<file path="src/shared/capr_pkg.sv">
package capr_pkg;
  // =====================================================
  // message framing
  localparam logic [23:0] TAG_VALUE = 24'h9F8032;
  localparam logic [7:0] POS_TAG0 = 8'h00;
  localparam logic [7:0] POS_TAG1 = 8'h01;
  localparam logic [7:0] POS_TAG2 = 8'h02;
  localparam logic [7:0] POS_LEN = 8'h03;
  localparam logic [7:0] POS_INDEX = 8'h04;
  localparam logic [7:0] POS_SEQ = 8'h05;
  localparam logic [7:0] POS_LTSID = 8'h06;
  localparam logic [7:0] POS_PROG_HI = 8'h07;
  localparam logic [7:0] POS_PROG_LO = 8'h08;
  localparam logic [7:0] POS_SRC_HI = 8'h09;
  localparam logic [7:0] POS_SRC_LO = 8'h0A;
  localparam logic [7:0] POS_CMD = 8'h0B;
  localparam logic [7:0] POS_PIL_HI = 8'h0C;
  localparam logic [7:0] POS_PIL_LO = 8'h0D;
  localparam int HDR_LEN = 14;
  localparam logic [8:0] LEN_OFFSET = 9'h003;
  localparam logic [2:0] ES_SUB_LEN_HI = 3'h3;
  localparam logic [2:0] ES_SUB_LEN_LO = 3'h4;
  localparam int ES_HDR_LEN = 5;
  localparam logic [7:0] CA_DESC_TAG = 8'h09;
  localparam logic [7:0] CA_DESC_BODY = 8'h04;
  localparam logic [11:0] DESC_LEN = 12'h006;
  localparam logic [11:0] ES_BODY_LEN = 12'h007;
  // =====================================================
  // command codes
  localparam logic [7:0] CMD_OK_DESCR = 8'h01;
  localparam logic [7:0] CMD_OK_DIALOG = 8'h02;
  localparam logic [7:0] CMD_QUERY = 8'h03;
  localparam logic [7:0] CMD_NOT_SEL = 8'h04;
  // =====================================================
  // capacity and sizes
  localparam int CAP_SLOTS = 4;
  localparam int SLOT_W = 2;
  localparam logic [7:0] CAP_SLOTS_B = 8'h04;
  localparam int ES_MAX = 2;
  localparam int ES_W = 1;
  localparam logic [2:0] ES_MAX_C = 3'h2;
  localparam int MSG_MAX = 44;
  localparam logic [7:0] SEQ_LAST = 8'hFE;
  localparam logic [7:0] SEQ_RESET = 8'h00;
  // =====================================================
  // answer kinds and host status codes
  localparam logic ANS_ANSWER = 1'b0;
  localparam logic ANS_UPDATE = 1'b1;
  localparam logic [1:0] STAT_SENT = 2'h0;
  localparam logic [1:0] STAT_SKIPPED = 2'h1;
  localparam logic [1:0] STAT_REFUSED = 2'h2;

  function automatic logic capr_cmd_reserved(input logic [7:0] c);
    return (c < CMD_OK_DESCR) || (c > CMD_NOT_SEL);
  endfunction

  // wraps modulo 255, so 0xFF is never used
  function automatic logic [7:0] capr_next_seq(input logic [7:0] s);
    return (s >= SEQ_LAST) ? SEQ_RESET : 8'(s + 8'h01);
  endfunction
endpackage

</file>
<file path="src/shared/capr_link_if.sv">
interface capr_link_if;
  logic req_valid;
  logic [7:0] req_data;
  logic req_last;
  logic req_ready;
  logic ans_valid;
  logic ans_kind;
  logic [7:0] ans_index;
  logic [7:0] ans_seq;
  logic ans_ok;

  modport card (
    input req_valid, req_data, req_last,
    output req_ready, ans_valid, ans_kind, ans_index, ans_seq, ans_ok
  );
  modport host (
    output req_valid, req_data, req_last,
    input req_ready, ans_valid, ans_kind, ans_index, ans_seq, ans_ok
  );
endinterface

</file>
<file path="src/capr_card_end.sv">
module capr_card_end
  import capr_pkg::*;
(
  input wire logic i_mclk,
  input wire logic i_sys_rst,
  capr_link_if.card link,
  input wire logic i_entitled,
  input wire logic i_upd_req,
  input wire logic [SLOT_W-1:0] i_upd_slot,
  input wire logic i_upd_ok,
  input wire logic [SLOT_W-1:0] i_rd_slot,
  output logic [CAP_SLOTS-1:0] o_descramble,
  output logic [CAP_SLOTS-1:0] o_dialog,
  output logic o_drop,
  output logic o_rd_valid,
  output logic [7:0] o_rd_seq,
  output logic [7:0] o_rd_ltsid,
  output logic [15:0] o_rd_prog,
  output logic [15:0] o_rd_src,
  output logic [7:0] o_rd_cmd,
  output logic [2:0] o_rd_es_n,
  output logic [ES_MAX-1:0] o_rd_own,
  output logic [ES_MAX-1:0] o_rd_gov
);
  typedef enum logic [2:0] {
    P_HDR = 3'b000,
    P_PDESC = 3'b001,
    P_ES_HDR = 3'b010,
    P_ES_BODY = 3'b011,
    P_DROP = 3'b100
  } capr_phase_t;

  typedef struct packed {
    capr_phase_t phase;
    logic [7:0] pos;
    logic [7:0] len;
    logic [7:0] idx;
    logic [7:0] seq;
    logic [7:0] ltsid;
    logic [15:0] prog;
    logic [15:0] src;
    logic [7:0] cmd;
    logic [11:0] pil;
    logic [11:0] cnt;
    logic [2:0] sub;
    logic [2:0] es_n;
    logic [ES_MAX-1:0] own;
    logic [CAP_SLOTS-1:0] t_valid;
    logic [CAP_SLOTS-1:0][7:0] t_seq;
    logic [CAP_SLOTS-1:0][7:0] t_ltsid;
    logic [CAP_SLOTS-1:0][15:0] t_prog;
    logic [CAP_SLOTS-1:0][15:0] t_src;
    logic [CAP_SLOTS-1:0][7:0] t_cmd;
    logic [CAP_SLOTS-1:0][2:0] t_es_n;
    logic [CAP_SLOTS-1:0][ES_MAX-1:0] t_own;
    logic [CAP_SLOTS-1:0] t_pdesc;
    logic [CAP_SLOTS-1:0] descr;
    logic [CAP_SLOTS-1:0] dialog;
    logic ans_valid;
    logic ans_kind;
    logic [7:0] ans_index;
    logic [7:0] ans_seq;
    logic ans_ok;
    logic upd_pend;
    logic [SLOT_W-1:0] upd_slot;
    logic upd_ok;
    logic drop;
    logic rd_valid;
    logic [7:0] rd_seq;
    logic [7:0] rd_ltsid;
    logic [15:0] rd_prog;
    logic [15:0] rd_src;
    logic [7:0] rd_cmd;
    logic [2:0] rd_es_n;
    logic [ES_MAX-1:0] rd_own;
    logic [ES_MAX-1:0] rd_gov;
  } capr_card_t;

  capr_card_t q;
  capr_card_t d;
  logic [7:0] b;
  logic [SLOT_W-1:0] s;
  logic complete;

  function automatic logic [2:0] sat_inc(input logic [2:0] v);
    return (v == 3'h7) ? v : 3'(v + 3'h1);
  endfunction

  // =====================================================
  // parser, slot table and answers
  assign b = link.req_data;
  assign s = q.idx[SLOT_W-1:0];

  always_comb
  begin
    d = q;
    d.ans_valid = 1'b0;
    d.drop = 1'b0;
    complete = 1'b0;
    if (link.req_valid && link.req_ready)
    begin
      d.pos = (q.pos == 8'hFF) ? q.pos : 8'(q.pos + 8'h01);
      case (q.phase)
        P_HDR:
        begin
          case (q.pos)
            POS_TAG0: if (b != TAG_VALUE[23:16]) d.phase = P_DROP;
            POS_TAG1: if (b != TAG_VALUE[15:8]) d.phase = P_DROP;
            POS_TAG2: if (b != TAG_VALUE[7:0]) d.phase = P_DROP;
            // long length form is not supported: such messages are dropped
            POS_LEN:
            begin
              d.len = b;
              if (b[7]) d.phase = P_DROP;
            end
            POS_INDEX:
            begin
              d.idx = b;
              if (b >= CAP_SLOTS_B) d.phase = P_DROP;
            end
            POS_SEQ: d.seq = b;
            POS_LTSID: d.ltsid = b;
            POS_PROG_HI: d.prog[15:8] = b;
            POS_PROG_LO: d.prog[7:0] = b;
            POS_SRC_HI: d.src[15:8] = b;
            POS_SRC_LO: d.src[7:0] = b;
            POS_CMD:
            begin
              d.cmd = b;
              if (capr_cmd_reserved(b)) d.phase = P_DROP;
            end
            POS_PIL_HI: d.pil[11:8] = b[3:0];
            POS_PIL_LO:
            begin
              d.pil[7:0] = b;
              d.cnt = {q.pil[11:8], b};
              d.sub = 3'h0;
              d.es_n = 3'h0;
              d.own = '0;
              d.phase = ({q.pil[11:8], b} == 12'h000) ? P_ES_HDR : P_PDESC;
            end
            default: ;
          endcase
        end
        P_PDESC:
        begin
          d.cnt = 12'(q.cnt - 12'h001);
          if (q.cnt == 12'h001) d.phase = P_ES_HDR;
        end
        P_ES_HDR:
        begin
          d.sub = 3'(q.sub + 3'h1);
          if (q.sub == ES_SUB_LEN_HI) d.cnt[11:8] = b[3:0];
          if (q.sub == ES_SUB_LEN_LO)
          begin
            d.cnt[7:0] = b;
            d.sub = 3'h0;
            if ({q.cnt[11:8], b} != 12'h000)
            begin
              d.phase = P_ES_BODY;
              // a stream with its own descriptors is not governed by program level
              if (q.es_n < ES_MAX_C) d.own[q.es_n[ES_W-1:0]] = 1'b1;
            end
            else
              d.es_n = sat_inc(q.es_n);
          end
        end
        P_ES_BODY:
        begin
          d.cnt = 12'(q.cnt - 12'h001);
          if (q.cnt == 12'h001)
          begin
            d.phase = P_ES_HDR;
            d.es_n = sat_inc(q.es_n);
          end
        end
        P_DROP: ;
        default: d.phase = P_DROP;
      endcase
      if (link.req_last)
      begin
        // nothing reaches the table until the whole message has checked out
        complete = (d.phase == P_ES_HDR) && (d.sub == 3'h0) &&
                   ({1'b0, q.pos} == 9'({1'b0, q.len} + LEN_OFFSET));
        d.phase = P_HDR;
        d.pos = 8'h00;
        d.sub = 3'h0;
        d.drop = !complete;
        if (complete)
        begin
          // a new request replaces whatever the slot held before
          d.t_valid[s] = 1'b1;
          d.t_seq[s] = q.seq;
          d.t_ltsid[s] = q.ltsid;
          d.t_prog[s] = q.prog;
          d.t_src[s] = q.src;
          d.t_cmd[s] = q.cmd;
          d.t_es_n[s] = d.es_n;
          d.t_own[s] = d.own;
          d.t_pdesc[s] = (q.pil != 12'h000);
          case (q.cmd)
            CMD_OK_DESCR:
            begin
              // without entitlement the card opens a purchase dialog instead
              d.descr[s] = i_entitled;
              d.dialog[s] = !i_entitled;
            end
            CMD_OK_DIALOG:
            begin
              d.descr[s] = 1'b0;
              d.dialog[s] = 1'b1;
            end
            CMD_QUERY:
            begin
              d.descr[s] = 1'b0;
              d.dialog[s] = 1'b0;
              d.ans_valid = 1'b1;
              d.ans_kind = ANS_ANSWER;
              d.ans_index = q.idx;
              d.ans_seq = q.seq;
              d.ans_ok = i_entitled;
            end
            CMD_NOT_SEL:
            begin
              d.descr[s] = 1'b0;
              d.dialog[s] = 1'b0;
              d.t_valid[s] = 1'b0;
            end
            default: ;
          endcase
        end
      end
    end
    // a pending update waits while an answer takes the channel
    if (q.upd_pend && !d.ans_valid)
    begin
      d.ans_valid = 1'b1;
      d.ans_kind = ANS_UPDATE;
      d.ans_index = 8'(q.upd_slot);
      d.ans_seq = q.t_seq[q.upd_slot];
      d.ans_ok = q.upd_ok;
      d.upd_pend = 1'b0;
    end
    if (i_upd_req && q.t_valid[i_upd_slot])
    begin
      d.upd_pend = 1'b1;
      d.upd_slot = i_upd_slot;
      d.upd_ok = i_upd_ok;
    end
    d.rd_valid = q.t_valid[i_rd_slot];
    d.rd_seq = q.t_seq[i_rd_slot];
    d.rd_ltsid = q.t_ltsid[i_rd_slot];
    d.rd_prog = q.t_prog[i_rd_slot];
    d.rd_src = q.t_src[i_rd_slot];
    d.rd_cmd = q.t_cmd[i_rd_slot];
    d.rd_es_n = q.t_es_n[i_rd_slot];
    d.rd_own = q.t_own[i_rd_slot];
    d.rd_gov = q.t_pdesc[i_rd_slot] ? ~q.t_own[i_rd_slot] : '0;
  end

  always_ff @(posedge i_mclk)
  begin
    if (i_sys_rst)
      q <= '0;
    else
      q <= d;
  end

  // =====================================================
  // outputs
  // one byte is parsed per cycle, so the card never stalls the host
  assign link.req_ready = 1'b1;
  assign link.ans_valid = q.ans_valid;
  assign link.ans_kind = q.ans_kind;
  assign link.ans_index = q.ans_index;
  assign link.ans_seq = q.ans_seq;
  assign link.ans_ok = q.ans_ok;
  assign o_descramble = q.descr;
  assign o_dialog = q.dialog;
  assign o_drop = q.drop;
  assign o_rd_valid = q.rd_valid;
  assign o_rd_seq = q.rd_seq;
  assign o_rd_ltsid = q.rd_ltsid;
  assign o_rd_prog = q.rd_prog;
  assign o_rd_src = q.rd_src;
  assign o_rd_cmd = q.rd_cmd;
  assign o_rd_es_n = q.rd_es_n;
  assign o_rd_own = q.rd_own;
  assign o_rd_gov = q.rd_gov;
endmodule

</file>
<file path="src/flat_wrapper.sv">
// flat-port wrapper written by rule: the top's interface ports become plain ports
module capr_card_end_flat import capr_pkg::*;
  (i_mclk, i_sys_rst, i_entitled, i_upd_req, i_upd_slot, i_upd_ok, i_rd_slot, o_descramble, o_dialog, o_drop, o_rd_valid, o_rd_seq, o_rd_ltsid, o_rd_prog, o_rd_src, o_rd_cmd, o_rd_es_n, o_rd_own, o_rd_gov, link_req_valid, link_req_data, link_req_last, link_req_ready, link_ans_valid, link_ans_kind, link_ans_index, link_ans_seq, link_ans_ok);
  capr_link_if link_i ();
  input wire logic i_mclk;
  input wire logic i_sys_rst;
  input wire logic i_entitled;
  input wire logic i_upd_req;
  input wire logic [SLOT_W-1:0] i_upd_slot;
  input wire logic i_upd_ok;
  input wire logic [SLOT_W-1:0] i_rd_slot;
  output logic [CAP_SLOTS-1:0] o_descramble;
  output logic [CAP_SLOTS-1:0] o_dialog;
  output logic o_drop;
  output logic o_rd_valid;
  output logic [7:0] o_rd_seq;
  output logic [7:0] o_rd_ltsid;
  output logic [15:0] o_rd_prog;
  output logic [15:0] o_rd_src;
  output logic [7:0] o_rd_cmd;
  output logic [2:0] o_rd_es_n;
  output logic [ES_MAX-1:0] o_rd_own;
  output logic [ES_MAX-1:0] o_rd_gov;
  input wire logic [$bits(link_i.req_valid)-1:0] link_req_valid;
  input wire logic [$bits(link_i.req_data)-1:0] link_req_data;
  input wire logic [$bits(link_i.req_last)-1:0] link_req_last;
  output wire logic [$bits(link_i.req_ready)-1:0] link_req_ready;
  output wire logic [$bits(link_i.ans_valid)-1:0] link_ans_valid;
  output wire logic [$bits(link_i.ans_kind)-1:0] link_ans_kind;
  output wire logic [$bits(link_i.ans_index)-1:0] link_ans_index;
  output wire logic [$bits(link_i.ans_seq)-1:0] link_ans_seq;
  output wire logic [$bits(link_i.ans_ok)-1:0] link_ans_ok;
  assign link_i.req_valid = link_req_valid;
  assign link_i.req_data = link_req_data;
  assign link_i.req_last = link_req_last;
  assign link_req_ready = link_i.req_ready;
  assign link_ans_valid = link_i.ans_valid;
  assign link_ans_kind = link_i.ans_kind;
  assign link_ans_index = link_i.ans_index;
  assign link_ans_seq = link_i.ans_seq;
  assign link_ans_ok = link_i.ans_ok;
  capr_card_end u_core (.i_mclk(i_mclk), .i_sys_rst(i_sys_rst), .link(link_i), .i_entitled(i_entitled), .i_upd_req(i_upd_req), .i_upd_slot(i_upd_slot), .i_upd_ok(i_upd_ok), .i_rd_slot(i_rd_slot), .o_descramble(o_descramble), .o_dialog(o_dialog), .o_drop(o_drop), .o_rd_valid(o_rd_valid), .o_rd_seq(o_rd_seq), .o_rd_ltsid(o_rd_ltsid), .o_rd_prog(o_rd_prog), .o_rd_src(o_rd_src), .o_rd_cmd(o_rd_cmd), .o_rd_es_n(o_rd_es_n), .o_rd_own(o_rd_own), .o_rd_gov(o_rd_gov));
endmodule
</file>
<file path="config.mk">
export PLATFORM = sky130hd
export DESIGN_NAME = capr_card_end_flat
export DESIGN_NICKNAME = d
export VERILOG_FILES = /design/src/shared/capr_pkg.sv /design/src/shared/capr_link_if.sv /design/src/capr_card_end.sv /design/src/flat_wrapper.sv
export SDC_FILE = /design/constraint.sdc
export NUM_CORES = 1
export LEC_CHECK = 0
export BUFFER_PORTS_ARGS = -buffer_cell sky130_fd_sc_hd__buf_2
export CORE_MARGIN = 3
export CORE_UTILIZATION = 50
export DETAILED_ROUTE_END_ITERATION = 12
export PLACE_DENSITY_LB_ADDON = 0.1
export SETUP_SLACK_MARGIN = 0.05
export SYNTH_ARGS = -nofsm -noshare
export SYNTH_HDL_FRONTEND = slang
export SYNTH_SLANG_ARGS = --single-unit
</file>
<file path="constraint.sdc">
create_clock -name i_mclk -period 6.4 [get_ports i_mclk]
set_input_delay 0.32 -clock i_mclk [delete_from_list [all_inputs] [get_ports i_mclk]]
set_output_delay 0.32 -clock i_mclk [all_outputs]
set_load 0.01 [all_outputs]
</file>
==> qor.yml, run 1 <==
status: "finished, final reports clean"
synth_seq_cells: 463
grt_pass1_vias: 13700
finalSetupViolCount: 0
path_class: "reg -> reg"
synth_top_family_by_area: "multiplexers"
rows: 73
netlist_area_mm2: 0.0205
hold_viol_final: 0
cp.required_ns: 6.91
hpwl_um: 29800
post-route-drc-count: 0
htreeDepth: 2
met3_usage_pct: 4.06
routed_wl_um: 48800
final_util_pct: 55.0
drive_above_1_share_pct: 15.5
crit_arrival_ns: 4.59
worstMarginPinSlew_ns: 1.17
synthFlopType: "dfxtp_1"
end_kind: "register"
die_area_mm2: 0.0435
cts_tree: "yes"
critical-path-max-stage-delay_ns: 0.86
drt_iter0_markers: 838
rsz0062_at_grt: "no"
grt_util_met1_pct: 31.1
io_pins: 112
ir_drop_v: 0.000178
fp.coreArea_mm2: 0.0401
clock.fmax_mhz: 245
slew_headroom_pct: 22.0
synth_nets: 2048
grt_pass1_wl_um: 77400
yosysSeqAreaShare_pct: 45.2
cp_cell_sequence: "nor4_4, a21oi_1, a21o_1, nor4b_4, and4_4, buf_4, mux2i_1"
async_flop_share_pct: 0
leakagePower_nw: 9.44
synth_edf_count: 0
cts_resized: 0
cp-start-kind: "register"
cpMaxStageDelayCell: "and4_4"
grt_max_degree: 179
ctsHoldBuffers: 0
fillCellCount: 3527
wl_per_cell_um: 19.4
grt_most_used_layer: "met2"
die_h_um: 208
start_util_pct: 51.1
path_clk_slew_ns: 0.06
clock-sinks: 463
place_inst: 2431
synth_adder_area_share_pct: 0.671
path_max_fanout: 38
design_area_mm2: 0.0220
postCtsSetupBuffers: 0
diodes: 0
ys_types: 77
syn_inst: 2018
finalClockSkew_ns: 0.0221
dr.pass1.iters: 5
antenna_found_initial: 0
die_w_um: 208
via_per_inst: 5.60
syn_avg_cell_area_um2: 10.2
cts_buffer_depth: 3
num-nets-final: 1987
synth_xor_area_share_pct: 0.598
tns_ns: 0
maxCapViolCount: 0
route.antenna.remaining_nets: 0
power.total_mw: 5.90
cts_buffers: 49
synth_compound_area_share_pct: 4.71
setup_ws_ns: 2.32
synth_mux_area_share_pct: 26.0
grt_overflow: 0
powerDensity_mw_per_mm2: 268
ys_warn_count: 0
root_buffer: "clkbuf_16"
grtUsageMet2_pct: 34.9
io_buffers: 110
vias: 14100
finalWeightedCongestion: 0.865
detailedPlace.worstSlack_ns: 2.37
final_cells: 2521
finalCriticalPeriod_ns: 4.08
grt_usage_pct: 22.1
fin_crit_sh_pct: 63.7
synthSimpleGateAreaFrac_pct: 15.2
finalHoldWorstSlack_ns: 0.0330
final-max-slew-violation-count: 0
placedInstanceArea_mm2: 0.0204
insertion_delay_ns: 0.59
syn_to_final_growth_pct: 7.53
hold_path.class: "in -> reg"
layout by cell type (no fill, tap or decap), drive strengths merged, types with 7 or more instances in the layout:
master / synthesis / final
a22oi: 10 / 10
nor4: 15 / 15
a2111oi: 9 / 9
clkbuf: 106 / 77
a21oi: 24 / 24
nor3: 13 / 13
xnor2: 10 / 10
a32oi: 8 / 8
dfxtp: 463 / 463
mux4: 72 / 72
nor2: 138 / 138
nand3b: 7 / 7
buf: 129 / 123
nand3: 17 / 17
mux2i: 357 / 357
nand4: 15 / 15
clkinv: 0 / 10
nand2: 389 / 389
o21ai: 29 / 29
inv: 21 / 23
and2: 65 / 65
ha: 11 / 11
mux2: 12 / 12
registers in the layout (all words and copies together) (netlist names), named ones only:
name / cells
u_core.link.ans_ok: 1
u_core.o_rd_gov: 2
u_core.o_dialog: 4
u_core.link.ans_kind: 1
u_core.o_rd_seq: 8
u_core.o_rd_src: 16
u_core.o_rd_es_n: 3
u_core.o_drop: 1
u_core.o_rd_own: 2
u_core.q: 367
u_core.o_rd_cmd: 8
u_core.o_rd_ltsid: 8
u_core.link.ans_index: 8
u_core.o_rd_prog: 16
u_core.link.ans_seq: 8
u_core.link.ans_valid: 1
u_core.o_descramble: 4
u_core.o_rd_valid: 1
worst paths after layout:
kind / start / end / slack (ns) / depth (start not counted)
worst max-delay path: u_core.q[456]$_SDFFE_PP0P_ / u_core.q[119]$_SDFFE_PP0P_ / 2.32 / 7
worst max register to register: u_core.q[456]$_SDFFE_PP0P_ / u_core.q[119]$_SDFFE_PP0P_ / 2.32 / 7
worst min register to register: u_core.q[274]$_SDFFE_PP0P_ / u_core.q[274]$_SDFFE_PP0P_ / 0.45 / 2
worst min-delay path: i_upd_slot[0] / u_core.q[66]$_SDFFE_PP0P_ / 0.03 / 3
layer usage:
layer	up-vias	wire [um]	share of wire, %
met1	6919	22800	47
met3	86	2390	4.9
met4	0	1350	2.8
met2	355	22300	46
met5	-	0	0
li1	6762	-	-
worst max-delay path, delay by kind of cell (launching register included):
| family | cells | cell delay [ns] |
|---|---|---|
| buf+inv | 1 | 0.57 |
| mux | 1 | 0.25 |
| compound gates | 2 | 0.60 |
| simple gates | 3 | 2.09 |
| flops | 1 | 0.40 |
layout make-up:
type	count	area, um2	share of cell area (%)
Clock inverter	13	100	0.454
Timing Repair Buffer	123	678	3.08
Sequential cell	463	9270	42.0
Multi-Input combinational cell	1299	9680	43.9
Clock buffer	77	1570	7.13
Tap cell	525	657	2.98
Inverter	21	86.3	0.392
where the power goes:
group          leakage, nW  switching, mW  internal, mW
Sequential            3.73        0.00323          2.88
Combinational         4.87          0.124        0.0336
Clock                0.836           1.17          1.69
cell usage after synthesis, types with 12 or more instances:
cell type / number / area share, %
mux2i_1: 357 / 17
o21ai_0: 29 / 0.71
mux2_2: 12 / 0.66
mux4_2: 72 / 7.9
and2_1: 64 / 2.0
nor3_1: 13 / 0.32
buf_6: 19 / 1.0
clkbuf_1: 104 / 1.9
inv_1: 21 / 0.38
buf_4: 91 / 3.3
nor4_1: 12 / 0.37
nor2_1: 134 / 2.5
nand4_1: 15 / 0.46
dfxtp_1: 463 / 45
nand3_1: 13 / 0.32
nand2_1: 389 / 7.1
a21oi_1: 24 / 0.59
cells by family after synthesis:
group	count (synthesis)
other cells	1
compound gates	138
simple gates	694
flops	463
xor+xnor	14
buf+inv	256
fa+ha+maj	11
mux	441
No activity file was read; power rests on OpenSTA's default activity.
==> inputs of run 2 (changes only) <==
Clock period 6.4 ns to 3.3 ns, I/O delays scaled along.
==> run 2 against run 1 <==
Effect of this change: non-clock buffer count increased by 44; clock power grew 90%; flip-flop and latch count did not move; setup slack got worse by 2.1 ns; worst hold slack better by 0.021 ns; die area did not move; sequential power rose by 94%; global-route usage rose by 0.14 points; critical path depth is the same; first-iteration DRC count decreased by 5.8%; maximum frequency rose by 32%; highest routed layer unchanged.
==> qor.yml, run 2 (synthesis gave the netlist of run 1 again) <==
crit_family: "simple AND/OR/NAND/NOR gates"  # unchanged
cp.required_ns: 3.80  # was 6.91 ns
hpwl_um: 30300  # was 29,800 um
finalSetupViolCount: 0  # unchanged
placedInstanceArea_mm2: 0.0208  # was 0.0204 mm2
min_path_cells: 3  # unchanged
io_buffers: 110  # unchanged
detailedPlace.worstSlack_ns: 0.269  # was 2.37 ns
final_common_cell: "dfxtp_1"  # unchanged
routed_wl_um: 49100  # was 48,800 um
final-max-slew-violation-count: 0  # unchanged
start_util_pct: 51.1  # unchanged
cp_cell_sequence: "nor4_1, nand4_1, o31ai_1, nor4b_4, and4_4, buf_12, mux2i_1"  # was nor4_4, a21oi_1, a21o_1, nor4b_4, and4_4, buf_4, mux2i_1
drt_iter0_markers: 789  # was 838
path_clk_slew_ns: 0.06  # about the same
r2r_end: "u_core.q[268]$_SDFFE_PP0P_"  # was u_core.q[119]$_SDFFE_PP0P_
fp.coreArea_mm2: 0.0401  # unchanged
grt_pass1_wl_um: 77700  # was 77,400 um
syn_to_final_growth_pct: 9.36  # was 7.53%
num-nets-final: 2032  # was 1,987
route.antenna.remaining_nets: 0  # unchanged
cts_tree: "yes"  # unchanged
tns_ns: 0  # unchanged
cp-start-kind: "register"  # unchanged
htreeDepth: 2  # unchanged
cpMaxStageDelayCell: "nor4_1"  # was and4_4
critical-path-max-stage-delay_ns: 0.73  # was 0.86 ns
rsz0062_at_grt: "no"  # unchanged
clock.fmax_mhz: 324  # was 245 MHz
diodes: 0  # unchanged
die_h_um: 208  # unchanged
fin_crit_sh_pct: 93.4  # was 63.7%
min_to: "u_core.q[351]$_SDFFE_PP0P_"  # was u_core.q[66]$_SDFFE_PP0P_
grt_max_degree: 105  # was 179
crit_arrival_ns: 3.58  # was 4.59 ns
rows: 73  # unchanged
cts_resized: 0  # unchanged
hold_path.class: "in -> reg"  # unchanged
post-route-drc-count: 0  # unchanged
power.total_mw: 11.4  # was 5.90 mW
path_max_fanout: 24  # was 38
critPathBufInv: 1  # unchanged
root_buffer: "clkbuf_16"  # unchanged
reg2reg_slack_ns: 0.22  # was 2.32 ns
status: "finished, final reports clean"  # unchanged
min-delay-start: "link_req_valid"  # was i_upd_slot[0]
vias: 14200  # was 14,100
leakagePower_nw: 9.64  # was 9.44 nW
ir_drop_v: 0.000346  # was 0.000178 V
finalClockSkew_ns: 0.0107  # was 0.0221 ns
path_class: "reg -> reg"  # unchanged
regMostFlops: "u_core.q"  # unchanged
slew_headroom_pct: 43.1  # was 22.0%
grt_usage_pct: 22.2  # was 22.1%
mostFrequentLayoutCells: "463 x dfxtp_1, 389 x nand2_1, 357 x mux2i_1"  # unchanged
cts_buffers: 50  # was 49
insertion_delay_ns: 0.57  # was 0.59 ns
setup_ws_ns: 0.217  # was 2.32 ns
largest_reg_flops: 367  # unchanged
maxCapViolCount: 0  # unchanged
ff2ff_path_depth: 7  # unchanged
drive_above_1_share_pct: 16.4  # was 15.5%
worstMarginPinSlew_ns: 0.854  # was 1.17 ns
clock-sinks: 463  # unchanged
finalWeightedCongestion: 0.860  # was 0.865
crit-reg2reg-launch: "u_core.q[376]$_SDFFE_PP0P_"  # was u_core.q[456]$_SDFFE_PP0P_
place_inst: 2469  # was 2,431
wl_per_cell_um: 19.2  # was 19.4 um
antenna_found_initial: 2  # was 0
final_cells: 2563  # was 2,521
finalCriticalPeriod_ns: 3.08  # was 4.08 ns
design_area_mm2: 0.0224  # was 0.0220 mm2
cts_buffer_depth: 3  # unchanged
powerDensity_mw_per_mm2: 507  # was 268 mW/mm2
die_area_mm2: 0.0435  # unchanged
hold_viol_final: 0  # unchanged
end_kind: "register"  # unchanged
die_w_um: 208  # unchanged
grt_pass1_vias: 13800  # was 13,700
dr.pass1.iters: 5  # unchanged
via_per_inst: 5.55  # was 5.60
io_pins: 112  # unchanged
grt_overflow: 0  # unchanged
## run 2: changes by cell type in the layout (fill, tap and decap cells not counted), sizes merged
cell and change:
buf +40, bufinv +3, clkinv -2, clkinvlp -1
inv -1, dlygate4sd3 +4, clkbuf -1
## run 2: metrics by stage
stage | hold WS (ns) | util (%)
floorplan | 0.307 | -
global placement | 0.439 | 51.8
detailed placement | 0.447 | 51.8
CTS | 0.0124 | 55.9
global route | 0.0577 | 55.9
finish | 0.0539 | 55.9
## run 2: tightest hold or removal path, cell delays in order
cell	delay [ns]
buf_2	0.09
buf_4	0.22
a211oi_1	0.10
## run 2: report_power, final
group | total (mW) | switching (mW) | internal, mW
Combinational | 0.339 | 0.250 | 0.0890
Sequential | 5.60 | 0.00629 | 5.59
Clock | 5.42 | 2.21 | 3.21
Total | 11.4 | 2.47 | 8.89
## run 2: cell type report
cell class                      instances  area (um2)
Clock inverter                         12         153
Timing Repair Buffer                  167        1140
Sequential cell                       463        9270
Clock buffer                           76        1430
Inverter                               21        86.3
Multi-Input combinational cell       1299        9680
Fill cell                            3478       17700
Tap cell                              525         657
## run 2: worst max-delay path by stage
stage / startpoint / to / slack (ns) / cells after the start
CTS: u_core.q[376]$_SDFFE_PP0P_ / u_core.q[119]$_SDFFE_PP0P_ / 0.24 / 7
finish: u_core.q[376]$_SDFFE_PP0P_ / u_core.q[268]$_SDFFE_PP0P_ / 0.22 / 7
global placement: u_core.q[376]$_SDFFE_PP0P_ / u_core.q[310]$_SDFFE_PP0P_ / 0.26 / 7
global route: u_core.q[444]$_SDFFE_PP0P_ / u_core.q[290]$_SDFFE_PP0P_ / 0.03 / 9
detailed placement: u_core.q[376]$_SDFFE_PP0P_ / u_core.q[119]$_SDFFE_PP0P_ / 0.27 / 7
floorplan: u_core.q[444]$_SDFFE_PP0P_ / register / 0.67 / 12
## run 2: what timing repair did
| item | in CTS | in global routing |
|---|---|---|
| endpoints found under the setup margin | 0 | 178 |
| buffers inserted | 0 | 2 |
| hold endpoints to repair | 8 | 0 |
| hold buffers | 4 | 0 |
## run 2: per-layer routing
metal	track usage [%]	part of all wire [%]
met5	0	0
met4	7.84	3.2
met3	3.57	4.9
met2	36.0	46
met1	30.4	46
